`src/design/debug_coproc_pkg.sv`:
```
// constants and types for the debug coprocessor access check
package debug_coproc_pkg;

    // --------------------------------------------------------------
    // opcode_2 and register select codes
    // --------------------------------------------------------------
    localparam logic [2:0] OP2_BASE      = 3'h0;
    localparam logic [2:0] OP2_BRK_VALUE = 3'h4;
    localparam logic [2:0] OP2_BRK_CTRL  = 3'h5;
    localparam logic [2:0] OP2_WCH_VALUE = 3'h6;
    localparam logic [2:0] OP2_WCH_CTRL  = 3'h7;

    localparam logic [3:0] SEL_ID        = 4'h0;
    localparam logic [3:0] SEL_STATUS    = 4'h1;
    localparam logic [3:0] SEL_TRANSFER  = 4'h5;
    localparam logic [3:0] SEL_FAULT     = 4'h6;
    localparam logic [3:0] SEL_VECTOR    = 4'h7;
    localparam logic [3:0] SEL_CACHE     = 4'ha;
    localparam logic [3:0] SEL_MMU       = 4'hb;

    localparam logic [3:0] PC_REG        = 4'hf;

    // --------------------------------------------------------------
    // status register fields
    // --------------------------------------------------------------
    localparam int STAT_FLAG_HI   = 31;
    localparam int STAT_FLAG_LO   = 28;
    localparam int STAT_RXFULL    = 30;
    localparam int STAT_TXFULL    = 29;
    localparam int STAT_MODE_HI   = 15;
    localparam int STAT_HALT      = 14;
    localparam int STAT_USER_DIS  = 12;
    localparam logic [1:0] MODE_NONE    = 2'h0;
    localparam logic [1:0] MODE_MONITOR = 2'h2;

    // writable status bits: user disable, mode field
    localparam logic [31:0] STATUS_WMASK = 32'h0000_d000;
    localparam logic [31:0] STATUS_RESET = 32'h0000_0000;
    localparam logic [31:0] REG_RESET    = 32'h0000_0000;

    // arbitrary identification value
    localparam logic [31:0] ID_VALUE     = 32'h1234_0001;

    // number of implemented breakpoint and watchpoint pairs
    localparam int NUM_BRK = 6;
    localparam int NUM_WCH = 2;

    // --------------------------------------------------------------
    // instruction kinds
    // --------------------------------------------------------------
    typedef enum logic [3:0] {
        OP_MOVE_FROM = 4'b0001,
        OP_MOVE_TO   = 4'b0010,
        OP_LOAD      = 4'b0100,
        OP_STORE     = 4'b1000
    } op_kind_type;

    typedef enum logic [10:0] {
        TGT_NONE     = 11'b000_0000_0001,
        TGT_ID       = 11'b000_0000_0010,
        TGT_STATUS   = 11'b000_0000_0100,
        TGT_TRANSFER = 11'b000_0000_1000,
        TGT_FAULT    = 11'b000_0001_0000,
        TGT_VECTOR   = 11'b000_0010_0000,
        TGT_CACHE    = 11'b000_0100_0000,
        TGT_MMU      = 11'b000_1000_0000,
        TGT_BRK_VAL  = 11'b001_0000_0000,
        TGT_BRK_CTL  = 11'b010_0000_0000,
        TGT_WCH      = 11'b100_0000_0000
    } target_type;

endpackage

```
`src/design/debug_reg_decode.sv`:
```
// opcode to debug register decode
`timescale 1ns/100ps
module debug_reg_decode (
    input  wire logic [2:0]                      opcode2,
    input  wire logic [3:0]                      regSelect,
    output debug_coproc_pkg::target_type         target,
    output logic                                 implemented
);
    always_comb begin
        target      = debug_coproc_pkg::TGT_NONE;
        implemented = 1'b0;
        unique case (opcode2)
            debug_coproc_pkg::OP2_BASE: begin
                implemented = 1'b1;
                unique case (regSelect)
                    debug_coproc_pkg::SEL_ID:       target = debug_coproc_pkg::TGT_ID;
                    debug_coproc_pkg::SEL_STATUS:   target = debug_coproc_pkg::TGT_STATUS;
                    debug_coproc_pkg::SEL_TRANSFER: target = debug_coproc_pkg::TGT_TRANSFER;
                    debug_coproc_pkg::SEL_FAULT:    target = debug_coproc_pkg::TGT_FAULT;
                    debug_coproc_pkg::SEL_VECTOR:   target = debug_coproc_pkg::TGT_VECTOR;
                    debug_coproc_pkg::SEL_CACHE:    target = debug_coproc_pkg::TGT_CACHE;
                    debug_coproc_pkg::SEL_MMU:      target = debug_coproc_pkg::TGT_MMU;
                    default:                        implemented = 1'b0;
                endcase
            end
            debug_coproc_pkg::OP2_BRK_VALUE: begin
                target      = debug_coproc_pkg::TGT_BRK_VAL;
                implemented = 32'(regSelect) < debug_coproc_pkg::NUM_BRK;
            end
            debug_coproc_pkg::OP2_BRK_CTRL: begin
                target      = debug_coproc_pkg::TGT_BRK_CTL;
                implemented = 32'(regSelect) < debug_coproc_pkg::NUM_BRK;
            end
            debug_coproc_pkg::OP2_WCH_VALUE, debug_coproc_pkg::OP2_WCH_CTRL: begin
                target      = debug_coproc_pkg::TGT_WCH;
                implemented = 32'(regSelect) < debug_coproc_pkg::NUM_WCH;
            end
            default: implemented = 1'b0;
        endcase
    end
endmodule // debug_reg_decode

```
`src/design/debug_access_rules.sv`:
```
// privilege and debug mode access permission
`timescale 1ns/100ps
module debug_access_rules (
    input  wire logic                            inDebugState,
    input  wire logic                            userMode,
    input  wire logic                            userDisable,
    input  wire logic [1:0]                      debugMode,
    input  wire logic                            isWrite,
    input  debug_coproc_pkg::target_type         target,
    output logic                                 permitted
);
    logic commsTarget;
    logic userAllowed;
    logic privAllowed;

    always_comb begin
        commsTarget = (target == debug_coproc_pkg::TGT_ID && !isWrite) ||
                      (target == debug_coproc_pkg::TGT_STATUS && !isWrite) ||
                      (target == debug_coproc_pkg::TGT_TRANSFER);
        userAllowed = !userDisable && commsTarget;
        privAllowed = commsTarget || target == debug_coproc_pkg::TGT_STATUS ||
                      (!debugMode[0] && debugMode != debug_coproc_pkg::MODE_NONE);
        if (inDebugState) begin
            permitted = 1'b1;
        end else if (userMode) begin
            permitted = userAllowed;
        end else begin
            permitted = privAllowed;
        end
    end
endmodule // debug_access_rules

```
`src/design/debug_coproc_access_check.sv`:
```
// debug coprocessor decode, access check and register store
`timescale 1ns/100ps
module debug_coproc_access_check (
    input  wire logic                    mclk,
    input  wire logic                    rst_b,
    input  wire logic                    power_on_reset_n,
    input  wire logic                    core_reset_n,
    input  wire logic                    debug_port_reset_n,
    input  wire logic                    instValid,
    input  wire logic [3:0]              instKind,
    input  wire logic [2:0]              opcode2,
    input  wire logic [3:0]              coproc_reg_select_field,
    input  wire logic [3:0]              destReg,
    input  wire logic [31:0]             writeData,
    input  wire logic                    inDebugState,
    input  wire logic                    userMode,
    input  wire logic                    receive_full_flag,
    input  wire logic                    transmit_full_flag,
    input  wire logic [31:0]             transfer_receive_side,
    input  wire logic                    resetVectorCatchEn,
    output logic                         undefinedPulse,
    output logic                         accessDone,
    output logic [31:0]                  readData,
    output logic                         flagsWrite,
    output logic [3:0]                   program_status_flags,
    output logic                         receiveRead,
    output logic                         transmitWrite,
    output logic [31:0]                  transfer_transmit_side,
    output logic [31:0]                  debug_status_ctrl_reg,
    output logic [31:0]                  vector_catch_reg,
    output logic [31:0]                  debug_cache_ctrl_reg,
    output logic [31:0]                  debug_mmu_ctrl_reg,
    output logic                         resetCatchTaken
);
    // --------------------------------------------------------------
    // decode
    // --------------------------------------------------------------
    debug_coproc_pkg::target_type target;
    logic                         implemented;
    logic                         permitted;
    logic                         isWrite;
    logic                         isRead;
    logic                         memOp;
    logic                         legal;
    logic                         accept;
    logic [31:0]                  readMux;

    debug_reg_decode decodeUnit (
        .opcode2     (opcode2),
        .regSelect   (coproc_reg_select_field),
        .target      (target),
        .implemented (implemented)
    );

    always_comb begin
        isWrite = instKind == debug_coproc_pkg::OP_MOVE_TO || instKind == debug_coproc_pkg::OP_LOAD;
        isRead  = instKind == debug_coproc_pkg::OP_MOVE_FROM || instKind == debug_coproc_pkg::OP_STORE;
        memOp   = instKind == debug_coproc_pkg::OP_LOAD || instKind == debug_coproc_pkg::OP_STORE;
        // loads/stores only legal on transfer register; id is read only
        legal   = implemented && (isWrite || isRead) &&
                  (!memOp || target == debug_coproc_pkg::TGT_TRANSFER) &&
                  !(isWrite && target == debug_coproc_pkg::TGT_ID);
    end

    debug_access_rules accessUnit (
        .inDebugState (inDebugState),
        .userMode     (userMode),
        .userDisable  (debug_status_ctrl_reg[debug_coproc_pkg::STAT_USER_DIS]),
        .debugMode    (debug_status_ctrl_reg[debug_coproc_pkg::STAT_MODE_HI:debug_coproc_pkg::STAT_HALT]),
        .isWrite      (isWrite),
        .target       (target),
        .permitted    (permitted)
    );

    assign accept = instValid && legal && permitted;

    // --------------------------------------------------------------
    // register store, power-on reset domain only
    // --------------------------------------------------------------
    logic [31:0] statusStore_q;
    logic [31:0] faultAddr_q;
    logic [31:0] brkValue_q [debug_coproc_pkg::NUM_BRK];
    logic [31:0] brkCtrl_q  [debug_coproc_pkg::NUM_BRK];
    logic [31:0] wchValue_q [debug_coproc_pkg::NUM_WCH];
    logic [31:0] wchCtrl_q  [debug_coproc_pkg::NUM_WCH];
    logic        regWrite;

    assign regWrite = accept && isWrite;

    // power_on_reset_n is the only clear; rst_b, core and port resets do not touch it
    always_ff @(posedge mclk or negedge power_on_reset_n) begin
        if (!power_on_reset_n) begin
            statusStore_q         <= debug_coproc_pkg::STATUS_RESET;
            faultAddr_q           <= debug_coproc_pkg::REG_RESET;
            vector_catch_reg      <= debug_coproc_pkg::REG_RESET;
            debug_cache_ctrl_reg  <= debug_coproc_pkg::REG_RESET;
            debug_mmu_ctrl_reg    <= debug_coproc_pkg::REG_RESET;
        end else if (regWrite) begin
            unique case (target)
                debug_coproc_pkg::TGT_STATUS: statusStore_q <= writeData & debug_coproc_pkg::STATUS_WMASK;
                debug_coproc_pkg::TGT_FAULT:  faultAddr_q          <= writeData;
                debug_coproc_pkg::TGT_VECTOR: vector_catch_reg     <= writeData;
                debug_coproc_pkg::TGT_CACHE:  debug_cache_ctrl_reg <= writeData;
                debug_coproc_pkg::TGT_MMU:    debug_mmu_ctrl_reg   <= writeData;
                default: ;
            endcase
        end
    end

    for (genvar i = 0; i < debug_coproc_pkg::NUM_BRK; i++) begin : gBrk
        always_ff @(posedge mclk or negedge power_on_reset_n) begin
            if (!power_on_reset_n) begin
                brkValue_q[i] <= debug_coproc_pkg::REG_RESET;
                brkCtrl_q[i]  <= debug_coproc_pkg::REG_RESET;
            end else if (regWrite && 32'(coproc_reg_select_field) == i) begin
                if (target == debug_coproc_pkg::TGT_BRK_VAL) brkValue_q[i] <= writeData;
                if (target == debug_coproc_pkg::TGT_BRK_CTL) brkCtrl_q[i]  <= writeData;
            end
        end
    end

    for (genvar i = 0; i < debug_coproc_pkg::NUM_WCH; i++) begin : gWch
        always_ff @(posedge mclk or negedge power_on_reset_n) begin
            if (!power_on_reset_n) begin
                wchValue_q[i] <= debug_coproc_pkg::REG_RESET;
                wchCtrl_q[i]  <= debug_coproc_pkg::REG_RESET;
            end else if (regWrite && target == debug_coproc_pkg::TGT_WCH &&
                         32'(coproc_reg_select_field) == i) begin
                if (opcode2 == debug_coproc_pkg::OP2_WCH_VALUE) wchValue_q[i] <= writeData;
                else                                            wchCtrl_q[i]  <= writeData;
            end
        end
    end

    // live channel flags sit in bits 30 and 29
    always_comb begin
        debug_status_ctrl_reg = statusStore_q;
        debug_status_ctrl_reg[debug_coproc_pkg::STAT_RXFULL] = receive_full_flag;
        debug_status_ctrl_reg[debug_coproc_pkg::STAT_TXFULL] = transmit_full_flag;
    end

    // --------------------------------------------------------------
    // read path
    // --------------------------------------------------------------
    always_comb begin
        readMux = '0;
        unique case (target)
            debug_coproc_pkg::TGT_ID:       readMux = debug_coproc_pkg::ID_VALUE;
            debug_coproc_pkg::TGT_STATUS:   readMux = debug_status_ctrl_reg;
            debug_coproc_pkg::TGT_TRANSFER: readMux = transfer_receive_side;
            debug_coproc_pkg::TGT_FAULT:    readMux = faultAddr_q;
            debug_coproc_pkg::TGT_VECTOR:   readMux = vector_catch_reg;
            debug_coproc_pkg::TGT_CACHE:    readMux = debug_cache_ctrl_reg;
            debug_coproc_pkg::TGT_MMU:      readMux = debug_mmu_ctrl_reg;
            debug_coproc_pkg::TGT_BRK_VAL:
                if (implemented) readMux = brkValue_q[coproc_reg_select_field[2:0]];
            debug_coproc_pkg::TGT_BRK_CTL:
                if (implemented) readMux = brkCtrl_q[coproc_reg_select_field[2:0]];
            debug_coproc_pkg::TGT_WCH:
                if (implemented) readMux = (opcode2 == debug_coproc_pkg::OP2_WCH_VALUE) ?
                                           wchValue_q[coproc_reg_select_field[0]] :
                                           wchCtrl_q[coproc_reg_select_field[0]];
            debug_coproc_pkg::TGT_NONE:     readMux = '0;
        endcase
    end

    // --------------------------------------------------------------
    // pipeline answer, one cycle after the request
    // --------------------------------------------------------------
    always_ff @(posedge mclk or negedge rst_b) begin
        if (!rst_b) begin
            undefinedPulse <= 1'b0;
            accessDone     <= 1'b0;
        end else begin
            undefinedPulse <= instValid && !accept;
            accessDone     <= accept;
        end
    end

    always_ff @(posedge mclk or negedge rst_b) begin
        if (!rst_b) begin
            readData             <= '0;
            flagsWrite           <= 1'b0;
            program_status_flags <= '0;
        end else begin
            readData   <= (accept && isRead) ? readMux : '0;
            // pc destination on a move-from updates flags; only status gives defined values
            flagsWrite <= accept && instKind == debug_coproc_pkg::OP_MOVE_FROM &&
                          destReg == debug_coproc_pkg::PC_REG;
            if (target == debug_coproc_pkg::TGT_STATUS)
                program_status_flags <=
                    debug_status_ctrl_reg[debug_coproc_pkg::STAT_FLAG_HI:debug_coproc_pkg::STAT_FLAG_LO];
            else
                program_status_flags <= readMux[debug_coproc_pkg::STAT_FLAG_HI:debug_coproc_pkg::STAT_FLAG_LO];
        end
    end

    // --------------------------------------------------------------
    // transfer register traffic
    // --------------------------------------------------------------
    always_ff @(posedge mclk or negedge rst_b) begin
        if (!rst_b) begin
            receiveRead   <= 1'b0;
            transmitWrite <= 1'b0;
        end else begin
            receiveRead   <= accept && isRead && target == debug_coproc_pkg::TGT_TRANSFER;
            transmitWrite <= regWrite && target == debug_coproc_pkg::TGT_TRANSFER;
        end
    end

    always_ff @(posedge mclk or negedge power_on_reset_n) begin
        if (!power_on_reset_n) begin
            transfer_transmit_side <= debug_coproc_pkg::REG_RESET;
        end else if (regWrite && target == debug_coproc_pkg::TGT_TRANSFER) begin
            transfer_transmit_side <= writeData;
        end
    end

    // --------------------------------------------------------------
    // reset vector catch on core reset release
    // --------------------------------------------------------------
    logic coreResetSeen_q;

    always_ff @(posedge mclk or negedge rst_b) begin
        if (!rst_b) begin
            coreResetSeen_q <= 1'b0;
            resetCatchTaken <= 1'b0;
        end else begin
            coreResetSeen_q <= !core_reset_n;
            resetCatchTaken <= coreResetSeen_q && core_reset_n && resetVectorCatchEn;
        end
    end

    logic unusedPortReset;
    assign unusedPortReset = debug_port_reset_n;

endmodule // debug_coproc_access_check

```
`config.mk`:
```
export PLATFORM = sky130hd
export DESIGN_NAME = debug_coproc_access_check
export DESIGN_NICKNAME = d
export VERILOG_FILES = /design/src/design/debug_coproc_pkg.sv /design/src/design/debug_reg_decode.sv /design/src/design/debug_access_rules.sv /design/src/design/debug_coproc_access_check.sv
export SDC_FILE = /design/constraint.sdc
export NUM_CORES = 1
export LEC_CHECK = 0
export BUFFER_PORTS_ARGS = -buffer_cell sky130_fd_sc_hd__buf_4
export CAP_MARGIN = 5
export CORE_MARGIN = 2
export CORE_UTILIZATION = 40
export CTS_CLUSTER_DIAMETER = 40
export DETAILED_ROUTE_END_ITERATION = 10
export GPL_ROUTABILITY_DRIVEN = 0
export HOLD_SLACK_MARGIN = 0.15
export PLACE_DENSITY = 0.58
export SYNTH_ARGS = -nofsm -noshare
export SYNTH_HDL_FRONTEND = slang
export SYNTH_SLANG_ARGS = --single-unit
export TNS_END_PERCENT = 5
```
`constraint.sdc`:
```
create_clock -name mclk -period 2.2 [get_ports mclk]
set_input_delay 0.33 -clock mclk [delete_from_list [all_inputs] [get_ports mclk]]
set_output_delay 0.33 -clock mclk [all_outputs]
set_load 0.005 [all_outputs]
```
==> results.md, run 1 <==
* Global-route wire length before repair at 156000 µm
* Sequential power share at 39.9%
* Share of cells above drive strength 1 at 54.5%
* Via count of the first global-routing pass at 23230
* Portion of total power attributed to the clock network at 54.8%
* Largest buffer count on any clock path at 3
* Power per cell area at 763 mW/mm²
* Die boundary height at 294 µm
* Highest ir drop seen on vdd at 0.000587 V
* Part of the Yosys area used for sequential elements at 53.4%
* Total grt overflow at 0
* Remaining number of nets flagged by the antenna check after routing at 0
* Top achievable clock speed at 431 MHz
* Final setup margin at -0.123 ns
* Leakage power summed over all cells at 0.0216 µW
* Seq cells post-synth at 718
* Die area at 0.0864 mm²
* Most instantiated library cell after synthesis: sky130_fd_sc_hd__dfrtp_1
* Mean cell area of the mapped netlist at 15.3 µm²
* Antenna violations before repair at 2
* Die extent in x at 294 µm
* Post-Synthesis Cell Area at 0.0336 mm²
* Sw Pwr at 7920 µW
* Part of the power in combinational logic at 5.3%
* Worst Setup End Kind: flop
* Number of input and output port buffers inserted at 263
* Failing checks: negative setup slack
* Number of buffers created by CTS at 112
* Main area contributors after synthesis: sky130_fd_sc_hd__dfrtp_1 (53%), sky130_fd_sc_hd__mux2_2 (13%), sky130_fd_sc_hd__mux2_4 (12%)
* Net switching fraction of the power at 23.7%
* Share of the clock period used by the worst path after layout at 106%
* Net count of the finished layout at 2777
* Slew @ Worst Pin at 1.03 ns
* Status: finished with violations
* Detailed router's first-iteration violation count at 1564
* Type of the worst setup path: flop to flop
* Share of synthesized flip-flops with an asynchronous set or reset at 100%
* Root buffer cell: sky130_fd_sc_hd__clkbuf_16
* Routed wire length at 107000 µm
* Starting Density at 40.3%
* Clock sink total at 718
* Synthesis-to-finish area growth at 30.5%
* Register-to-register setup slack at -0.12 ns
* Clk slew on worst S/H paths at 0.06 ns
* Top cell types by occurrence after synthesis: sky130_fd_sc_hd__dfrtp_1 (718), sky130_fd_sc_hd__mux2_2 (379), sky130_fd_sc_hd__mux2_4 (270), sky130_fd_sc_hd__clkbuf_1 (125), sky130_fd_sc_hd__mux4_2 (96)
* Largest registers: brkCtrl_q x192, brkValue_q x192
* Placement Rows at 106
* Data required, critical path at 2.73 ns
* Setup Slack @ Placement at -0.741 ns
* Maximum fanout along the worst path at 5
* Arrival time reported for the critical path endpoint at 2.85 ns
* Max-capacitance violation count at 0
* YS warnings at 0
* Slew Limit Headroom at 31.2%
* Internal power summed over all cells at 25600 µW
* Post-Place Cells at 3561
* Count of endpoints failing setup in the final report at 194
* CORE AREA at 0.0834 mm²
* Shortest period the worst path allows at 2.32 ns
* Half-perimeter wire length of the detailed placement result at 69400 µm
* Detail-routed via count per cell at 5.68
* H-Tree Depth at 3
* Total via count in the routed design at 21933
* Gate count of the mapped netlist at 2202
* Min-delay worst type: input pin to flop
* Distinct cell type count after synthesis at 65
* Unrepaired setup endpoints after global routing: true
* I/O pin count at 292
* Largest net degree at the start of global routing at 90
* Synth area leader: sky130_fd_sc_hd__dfrtp_1
* Final hold violation count at 0
* Share of Yosys cell area claimed by the top area cell type at 53.4%
* Number of max-slew violations in the final report at 0
* Detailed-route wire length per cell at 27.8 µm
* Count of flip-flops with a built-in enable after synthesis at 0
* Startpoint kind of the worst setup timing path: flop
* First-pass iteration count of the detailed router at 5
* Final instance count without filler cells at 3864
* Aggregate global-route resource usage at 24.2%
* Final Skew at 0.0429 ns
* Detailed-route DRC error count at 0
* Clock latency of the later-clocked register in the worst-skew pair at 0.68 ns
* Clock tree from TritonCTS: built
* Main synth FF type: sky130_fd_sc_hd__dfrtp_1
==> layer usage <==
metal  up-vias  global-route usage (%)  share of wire [%]  wire, µm
li1       9136                       -                  -         -
met1     11866                    34.7                 45     48300
met2       736                    37.5                 46     49300
met3       195                    3.70                6.0      6390
met4         0                    8.29                3.0      3270
met5         -                       0                  0         0
==> cell families after synthesis <==
kind of cell,synth area share [%]
buffers and inverters,4.14
DFF,53.4
xor gates and xnor gates,0.101
AOI/OAI and AO/OA,5.37
muxes,34.3
other,0.0112
and+or+nand+nor,2.66
==> stage by stage <==
step	power, µW	hold slack (ns)	utilization, %	cell area, µm²	TNS (ns)
3_3_place_gp	15200	0.232	45.9	38300	-370.57
5_1_grt	34500	0.195	52.6	43900	-19.15
4_1_cts	33700	0.151	51.8	43200	-3.60
3_5_place_dp	15200	0.232	45.9	38300	-373.55
6_report	33500	0.196	52.6	43900	-10.74
2_1_floorplan	14300	0.0344	-	33800	-89.73
==> path summary, 6_finish.rpt <==
check                                                from  depth (start not counted)               to
worst min-delay path            transfer_receive_side[25]                          5     readData[25]
max in group asynchronous                power_on_reset_n                          3   brkValue_q[85]
worst min register to register            coreResetSeen_q                          1  resetCatchTaken
worst max register to register          statusStore_q[15]                          9    brkCtrl_q[66]
min in group asynchronous                           rst_b                          2    transmitWrite
worst max-delay path                    statusStore_q[15]                          9    brkCtrl_q[66]
==> power groups by stage <==
| stage | logic (µW) | registers [µW] | clock network [µW] |
|---|---|---|---|
| after detailed placement | 1650 | 13600 | 0 |
| after global placement | 1620 | 13600 | 0 |
| after global routing | 1900 | 13400 | 19300 |
| after CTS | 1760 | 13400 | 18600 |
| after floorplan | 693 | 13600 | 0 |
| final | 1770 | 13400 | 18300 |
==> layout make-up <==
class,count,area [µm²]
repair buffers,591,5660
inverters,13,48.8
clock buffers,135,3060
diodes,2,5.00
flip-flops and latches,718,18000
well taps,1080,1350
clock inverters,74,916
fillers,6784,39600
multi-input cells,1251,14900
==> layout by cell type, fill, tap and decap left out, drive strengths merged, types with 6 or more instances in the layout <==
cell         instances
nand4               11
o22ai               13
clkbuf             142
nor2b                8
a22o                66
dlygate4sd3         65
o21ai               27
conb                27
a221oi              31
a21oi               38
nand3               11
clkinv              33
clkinvlp            11
mux2               684
nor2                15
bufinv              13
mux4                96
o221ai              21
buf                519
mux2i               64
nand2               44
a22oi                8
and3                 6
nor4                11
dfrtp              718
inv                 30
==> repair_timing <==
| item | 4_1_cts | 5_1_grt |
|---|---|---|
| endpoints found under the setup margin | 591 | 424 |
| hold buffers | 65 | 0 |
| resized for setup | 31 | 105 |
| pin swaps | 11 | 5 |
| buffers inserted | 6 | 9 |
| gates cloned | 4 | 8 |
| hold endpoints to repair | 1103 | 0 |
==> worst max-delay path: stages (launching register included) <==
cell,delay (ns)
sky130_fd_sc_hd__dfrtp_1,0.37
sky130_fd_sc_hd__nor3b_1,0.14
sky130_fd_sc_hd__a21o_1,0.20
sky130_fd_sc_hd__buf_6,0.14
sky130_fd_sc_hd__a211o_4,0.35
sky130_fd_sc_hd__buf_4,0.15
sky130_fd_sc_hd__nand4_1,0.11
sky130_fd_sc_hd__buf_12,0.18
sky130_fd_sc_hd__clkbuf_16,0.19
sky130_fd_sc_hd__mux2_2,0.33
Note: power is estimated with default switching activity, not from simulation.
==> run 2: changes to the inputs <==
--- a/config.mk
+++ b/config.mk
@@ -5,6 +5,7 @@
 export SDC_FILE = /design/constraint.sdc
 export NUM_CORES = 1
 export LEC_CHECK = 0
+export ABC_AREA = 1
 export BUFFER_PORTS_ARGS = -buffer_cell sky130_fd_sc_hd__buf_4
 export CAP_MARGIN = 5
 export CORE_MARGIN = 2
@@ -13,7 +14,7 @@
 export DETAILED_ROUTE_END_ITERATION = 10
 export GPL_ROUTABILITY_DRIVEN = 0
 export HOLD_SLACK_MARGIN = 0.15
-export PLACE_DENSITY = 0.58
+export PLACE_DENSITY = 0.59
 export SYNTH_ARGS = -nofsm -noshare
 export SYNTH_HDL_FRONTEND = slang
 export SYNTH_SLANG_ARGS = --single-unit
==> results.md, run 2 <==
* Status: finished, final reports clean (was finished with violations)
* Slew @ Worst Pin at 0.850 ns (was 1.03 ns)
* Count of flip-flops with a built-in enable after synthesis at 0 (unchanged)
* Final hold violation count at 0 (unchanged)
* Most frequent standard cell in the layout excluding fill and tap cells: sky130_fd_sc_hd__nand2_1 (was sky130_fd_sc_hd__dfrtp_1)
* Placement Rows at 103 (was 106)
* Cells resized by post-CTS repair at 0 (was 31)
* Net count of the finished layout at 4209 (was 2777)
* Final non-filler cell area at 0.0415 mm² (was 0.0439 mm²)
* Number of max-slew violations in the final report at 0 (unchanged)
* Synthesis-to-finish area growth at 30.7% (was 30.5%)
* Distinct cell type count after synthesis at 31 (was 65)
* Top cell types by occurrence after synthesis: sky130_fd_sc_hd__nand2_1 (1043), sky130_fd_sc_hd__dfrtp_1 (718), sky130_fd_sc_hd__o21ai_0 (650), sky130_fd_sc_hd__clkbuf_1 (252), sky130_fd_sc_hd__nor2_1 (224) (was sky130_fd_sc_hd__dfrtp_1 (718), sky130_fd_sc_hd__mux2_2 (379), sky130_fd_sc_hd__mux2_4 (270), sky130_fd_sc_hd__clkbuf_1 (125), sky130_fd_sc_hd__mux4_2 (96))
* Routed wire length at 117000 µm (was 107000 µm)
* Final Skew at 0.0269 ns (was 0.0429 ns)
* Half-perimeter wire length of the detailed placement result at 78200 µm (was 69400 µm)
* Total via count in the routed design at 28905 (was 21933)
* Mean cell area of the mapped netlist at 8.64 µm² (was 15.3 µm²)
* Total grt overflow at 0 (unchanged)
* H-Tree Depth at 3 (unchanged)
* Hold buffers post-CTS at 67 (was 65)
* Number of buffers created by CTS at 110 (was 112)
* Antenna violations before repair at 6 (was 2)
* Detail-routed via count per cell at 5.49 (was 5.68)
* Main synth FF type: sky130_fd_sc_hd__dfrtp_1 (unchanged)
* Total negative slack for setup checks at 0 ns (was -10.74 ns)
* Die area at 0.0817 mm² (was 0.0864 mm²)
* Slew Limit Headroom at 43.3% (was 31.2%)
* Largest registers: brkCtrl_q x192, brkValue_q x192 (unchanged)
* First-pass iteration count of the detailed router at 7 (was 5)
* Data required, critical path at 2.76 ns (was 2.73 ns)
* Detailed-route DRC error count at 0 (unchanged)
* Share of synthesized flip-flops with an asynchronous set or reset at 100% (unchanged)
* Shortest period the worst path allows at 2.07 ns (was 2.32 ns)
* Gate count of the mapped netlist at 3677 (was 2202)
* Power per cell area at 797 mW/mm² (was 763 mW/mm²)
* Largest net degree at the start of global routing at 79 (was 90)
* Root buffer cell: sky130_fd_sc_hd__clkbuf_16 (unchanged)
* Count of buffers added by post-CTS timing repair for setup at 0 (was 6)
* Aggregate global-route resource usage at 28.6% (was 24.2%)
* Maximum fanout along the worst path at 46 (was 5)
* Post-Synthesis Cell Area at 0.0318 mm² (was 0.0336 mm²)
* Share of the clock period used by the worst path after layout at 94.2% (was 106%)
* Count of endpoints failing setup in the final report at 0 (was 194)
* Clk slew on worst S/H paths at 0.06 ns (about the same)
* Leakage power summed over all cells at 0.0200 µW (was 0.0216 µW)
* Share of Yosys cell area claimed by the top area cell type at 56.5% (was 53.4%)
* Largest buffer count on any clock path at 3 (unchanged)
* Type of the worst setup path: flop to flop (unchanged)
* Seq cells post-synth at 718 (unchanged)
* Clock sink total at 718 (unchanged)
* I/O pin count at 292 (unchanged)
* YS warnings at 0 (unchanged)
* Min-delay worst type: input pin to flop (unchanged)
* Starting Density at 40.3% (about the same)
* Share of cells above drive strength 1 at 20.5% (was 54.5%)
* Post-Place Cells at 4990 (was 3561)
* Clock latency of the later-clocked register in the worst-skew pair at 0.67 ns (was 0.68 ns)
* Final instance count without filler cells at 5264 (was 3864)
* Die extent in x at 286 µm (was 294 µm)
* Final-layout worst hold slack at 0.189 ns (was 0.196 ns)
* Detailed router's first-iteration violation count at 2830 (was 1564)
* Number of input and output port buffers inserted at 263 (unchanged)
* Remaining number of nets flagged by the antenna check after routing at 0 (unchanged)
* Worst Setup End Kind: flop (unchanged)
* Via count of the first global-routing pass at 27876 (was 23230)
* Unrepaired setup endpoints after global routing: false (was true)
* CORE AREA at 0.0789 mm² (was 0.0834 mm²)
* Die boundary height at 286 µm (was 294 µm)
* Main area contributors after synthesis: sky130_fd_sc_hd__dfrtp_1 (57%), sky130_fd_sc_hd__nand2_1 (12%), sky130_fd_sc_hd__o21ai_0 (10%) (was sky130_fd_sc_hd__dfrtp_1 (53%), sky130_fd_sc_hd__mux2_2 (13%), sky130_fd_sc_hd__mux2_4 (12%))
* Global-route wire length before repair at 179000 µm (was 156000 µm)
* Startpoint kind of the worst setup timing path: flop (unchanged)
* Max-capacitance violation count at 0 (unchanged)
* Clock tree from TritonCTS: built (unchanged)
* Most frequent cells in the layout: sky130_fd_sc_hd__nand2_1 (1021), sky130_fd_sc_hd__dfrtp_1 (718), sky130_fd_sc_hd__o21ai_0 (650) (was sky130_fd_sc_hd__dfrtp_1 (718), sky130_fd_sc_hd__buf_4 (434), sky130_fd_sc_hd__mux2_4 (365))
* Part of the Yosys area used for sequential elements at 56.5% (was 53.4%)
* Highest ir drop seen on vdd at 0.000758 V (was 0.000587 V)
* Arrival time reported for the critical path endpoint at 2.63 ns (was 2.85 ns)
* Area after detailed placement at 0.0371 mm² (was 0.0383 mm²)
* Total power after layout at 33100 µW (was 33500 µW)
* Most instantiated library cell after synthesis: sky130_fd_sc_hd__nand2_1 (was sky130_fd_sc_hd__dfrtp_1)
* Detailed-route wire length per cell at 22.3 µm (was 27.8 µm)
* Top achievable clock speed at 483 MHz (was 431 MHz)
* Synth area leader: sky130_fd_sc_hd__dfrtp_1 (unchanged)
[run 2: cell count changes after synthesis, moves of 64 or more]
cell,change
sky130_fd_sc_hd__mux4_2,-96
sky130_fd_sc_hd__nand2_1,+999
sky130_fd_sc_hd__mux2_2,-379
sky130_fd_sc_hd__mux2i_1,-64
sky130_fd_sc_hd__nand4_1,+127
sky130_fd_sc_hd__nor2_1,+209
sky130_fd_sc_hd__clkbuf_1,+127
sky130_fd_sc_hd__nand3_1,+99
sky130_fd_sc_hd__mux2_4,-270
sky130_fd_sc_hd__o21ai_0,+623
[run 2: path summary, 6_finish.rpt]
path	startpoint	end	slack, ns	depth (start not counted)
min	transfer_receive_side[2]	readData[2]	0.19	5
max	statusStore_q[14]	brkCtrl_q[63]	0.13	11
max in group asynchronous	power_on_reset_n	brkCtrl_q[108]	1.07	3
min reg2reg	wchValue_q[49]	wchValue_q[49]	0.46	2
min in group asynchronous	power_on_reset_n	wchValue_q[37]	0.24	2
max reg2reg	statusStore_q[14]	brkCtrl_q[63]	0.13	11
[run 2: cell families after synthesis]
group | count (synthesis) | synth area share, %
other cells | 1 | 0.0118
compound gates | 929 | 16.7
flops | 718 | 56.5
simple gates | 1628 | 21.6
buf+inv | 401 | 5.20
[run 2: power breakdown]
group / switching (µW) / leakage, µW / internal (µW)
combinational: 1440 / 0.00816 / 690
clock: 6730 / 0.00182 / 11000
sequential: 5.11 / 0.0100 / 13200
[run 2: stage by stage]
stage	util [%]	worst slack, ns
floorplan	-	0.0548
global placement	47.0	-0.290
detailed placement	47.0	-0.335
CTS	52.6	0.180
global route	52.6	0.0327
finish	52.6	0.127
[run 2: final cells by class]
cell class | instances | area (µm²)
Antenna cell | 2 | 5.00
Clock buffer | 133 | 3010
Clock inverter | 72 | 785
Fill cell | 7393 | 37300
Inverter | 72 | 274
Multi-Input combinational cell | 2584 | 12400
Sequential cell | 718 | 18000
Tap cell | 1050 | 1310
Timing Repair Buffer | 633 | 5800
[run 2: per-layer routing]
layer / share of wire (%) / wire (µm) / track usage (%)
met1: 44 / 51600 / 40.6
met2: 46 / 53600 / 44.2
met3: 6.8 / 8020 / 4.93
met4: 3.5 / 4160 / 9.88
met5: 0.0085 / 10 / 0
[run 2: worst max-delay path, stage by stage (launching register included)]
cell,delay (ns)
sky130_fd_sc_hd__dfrtp_1,0.39
sky130_fd_sc_hd__inv_1,0.07
sky130_fd_sc_hd__nand2_1,0.06
sky130_fd_sc_hd__a21oi_1,0.14
sky130_fd_sc_hd__nor2_1,0.06
sky130_fd_sc_hd__nand2_1,0.09
sky130_fd_sc_hd__nand3_2,0.12
sky130_fd_sc_hd__buf_4,0.19
sky130_fd_sc_hd__nor2_1,0.24
sky130_fd_sc_hd__nand2_2,0.13
sky130_fd_sc_hd__buf_12,0.19
sky130_fd_sc_hd__o21ai_0,0.23
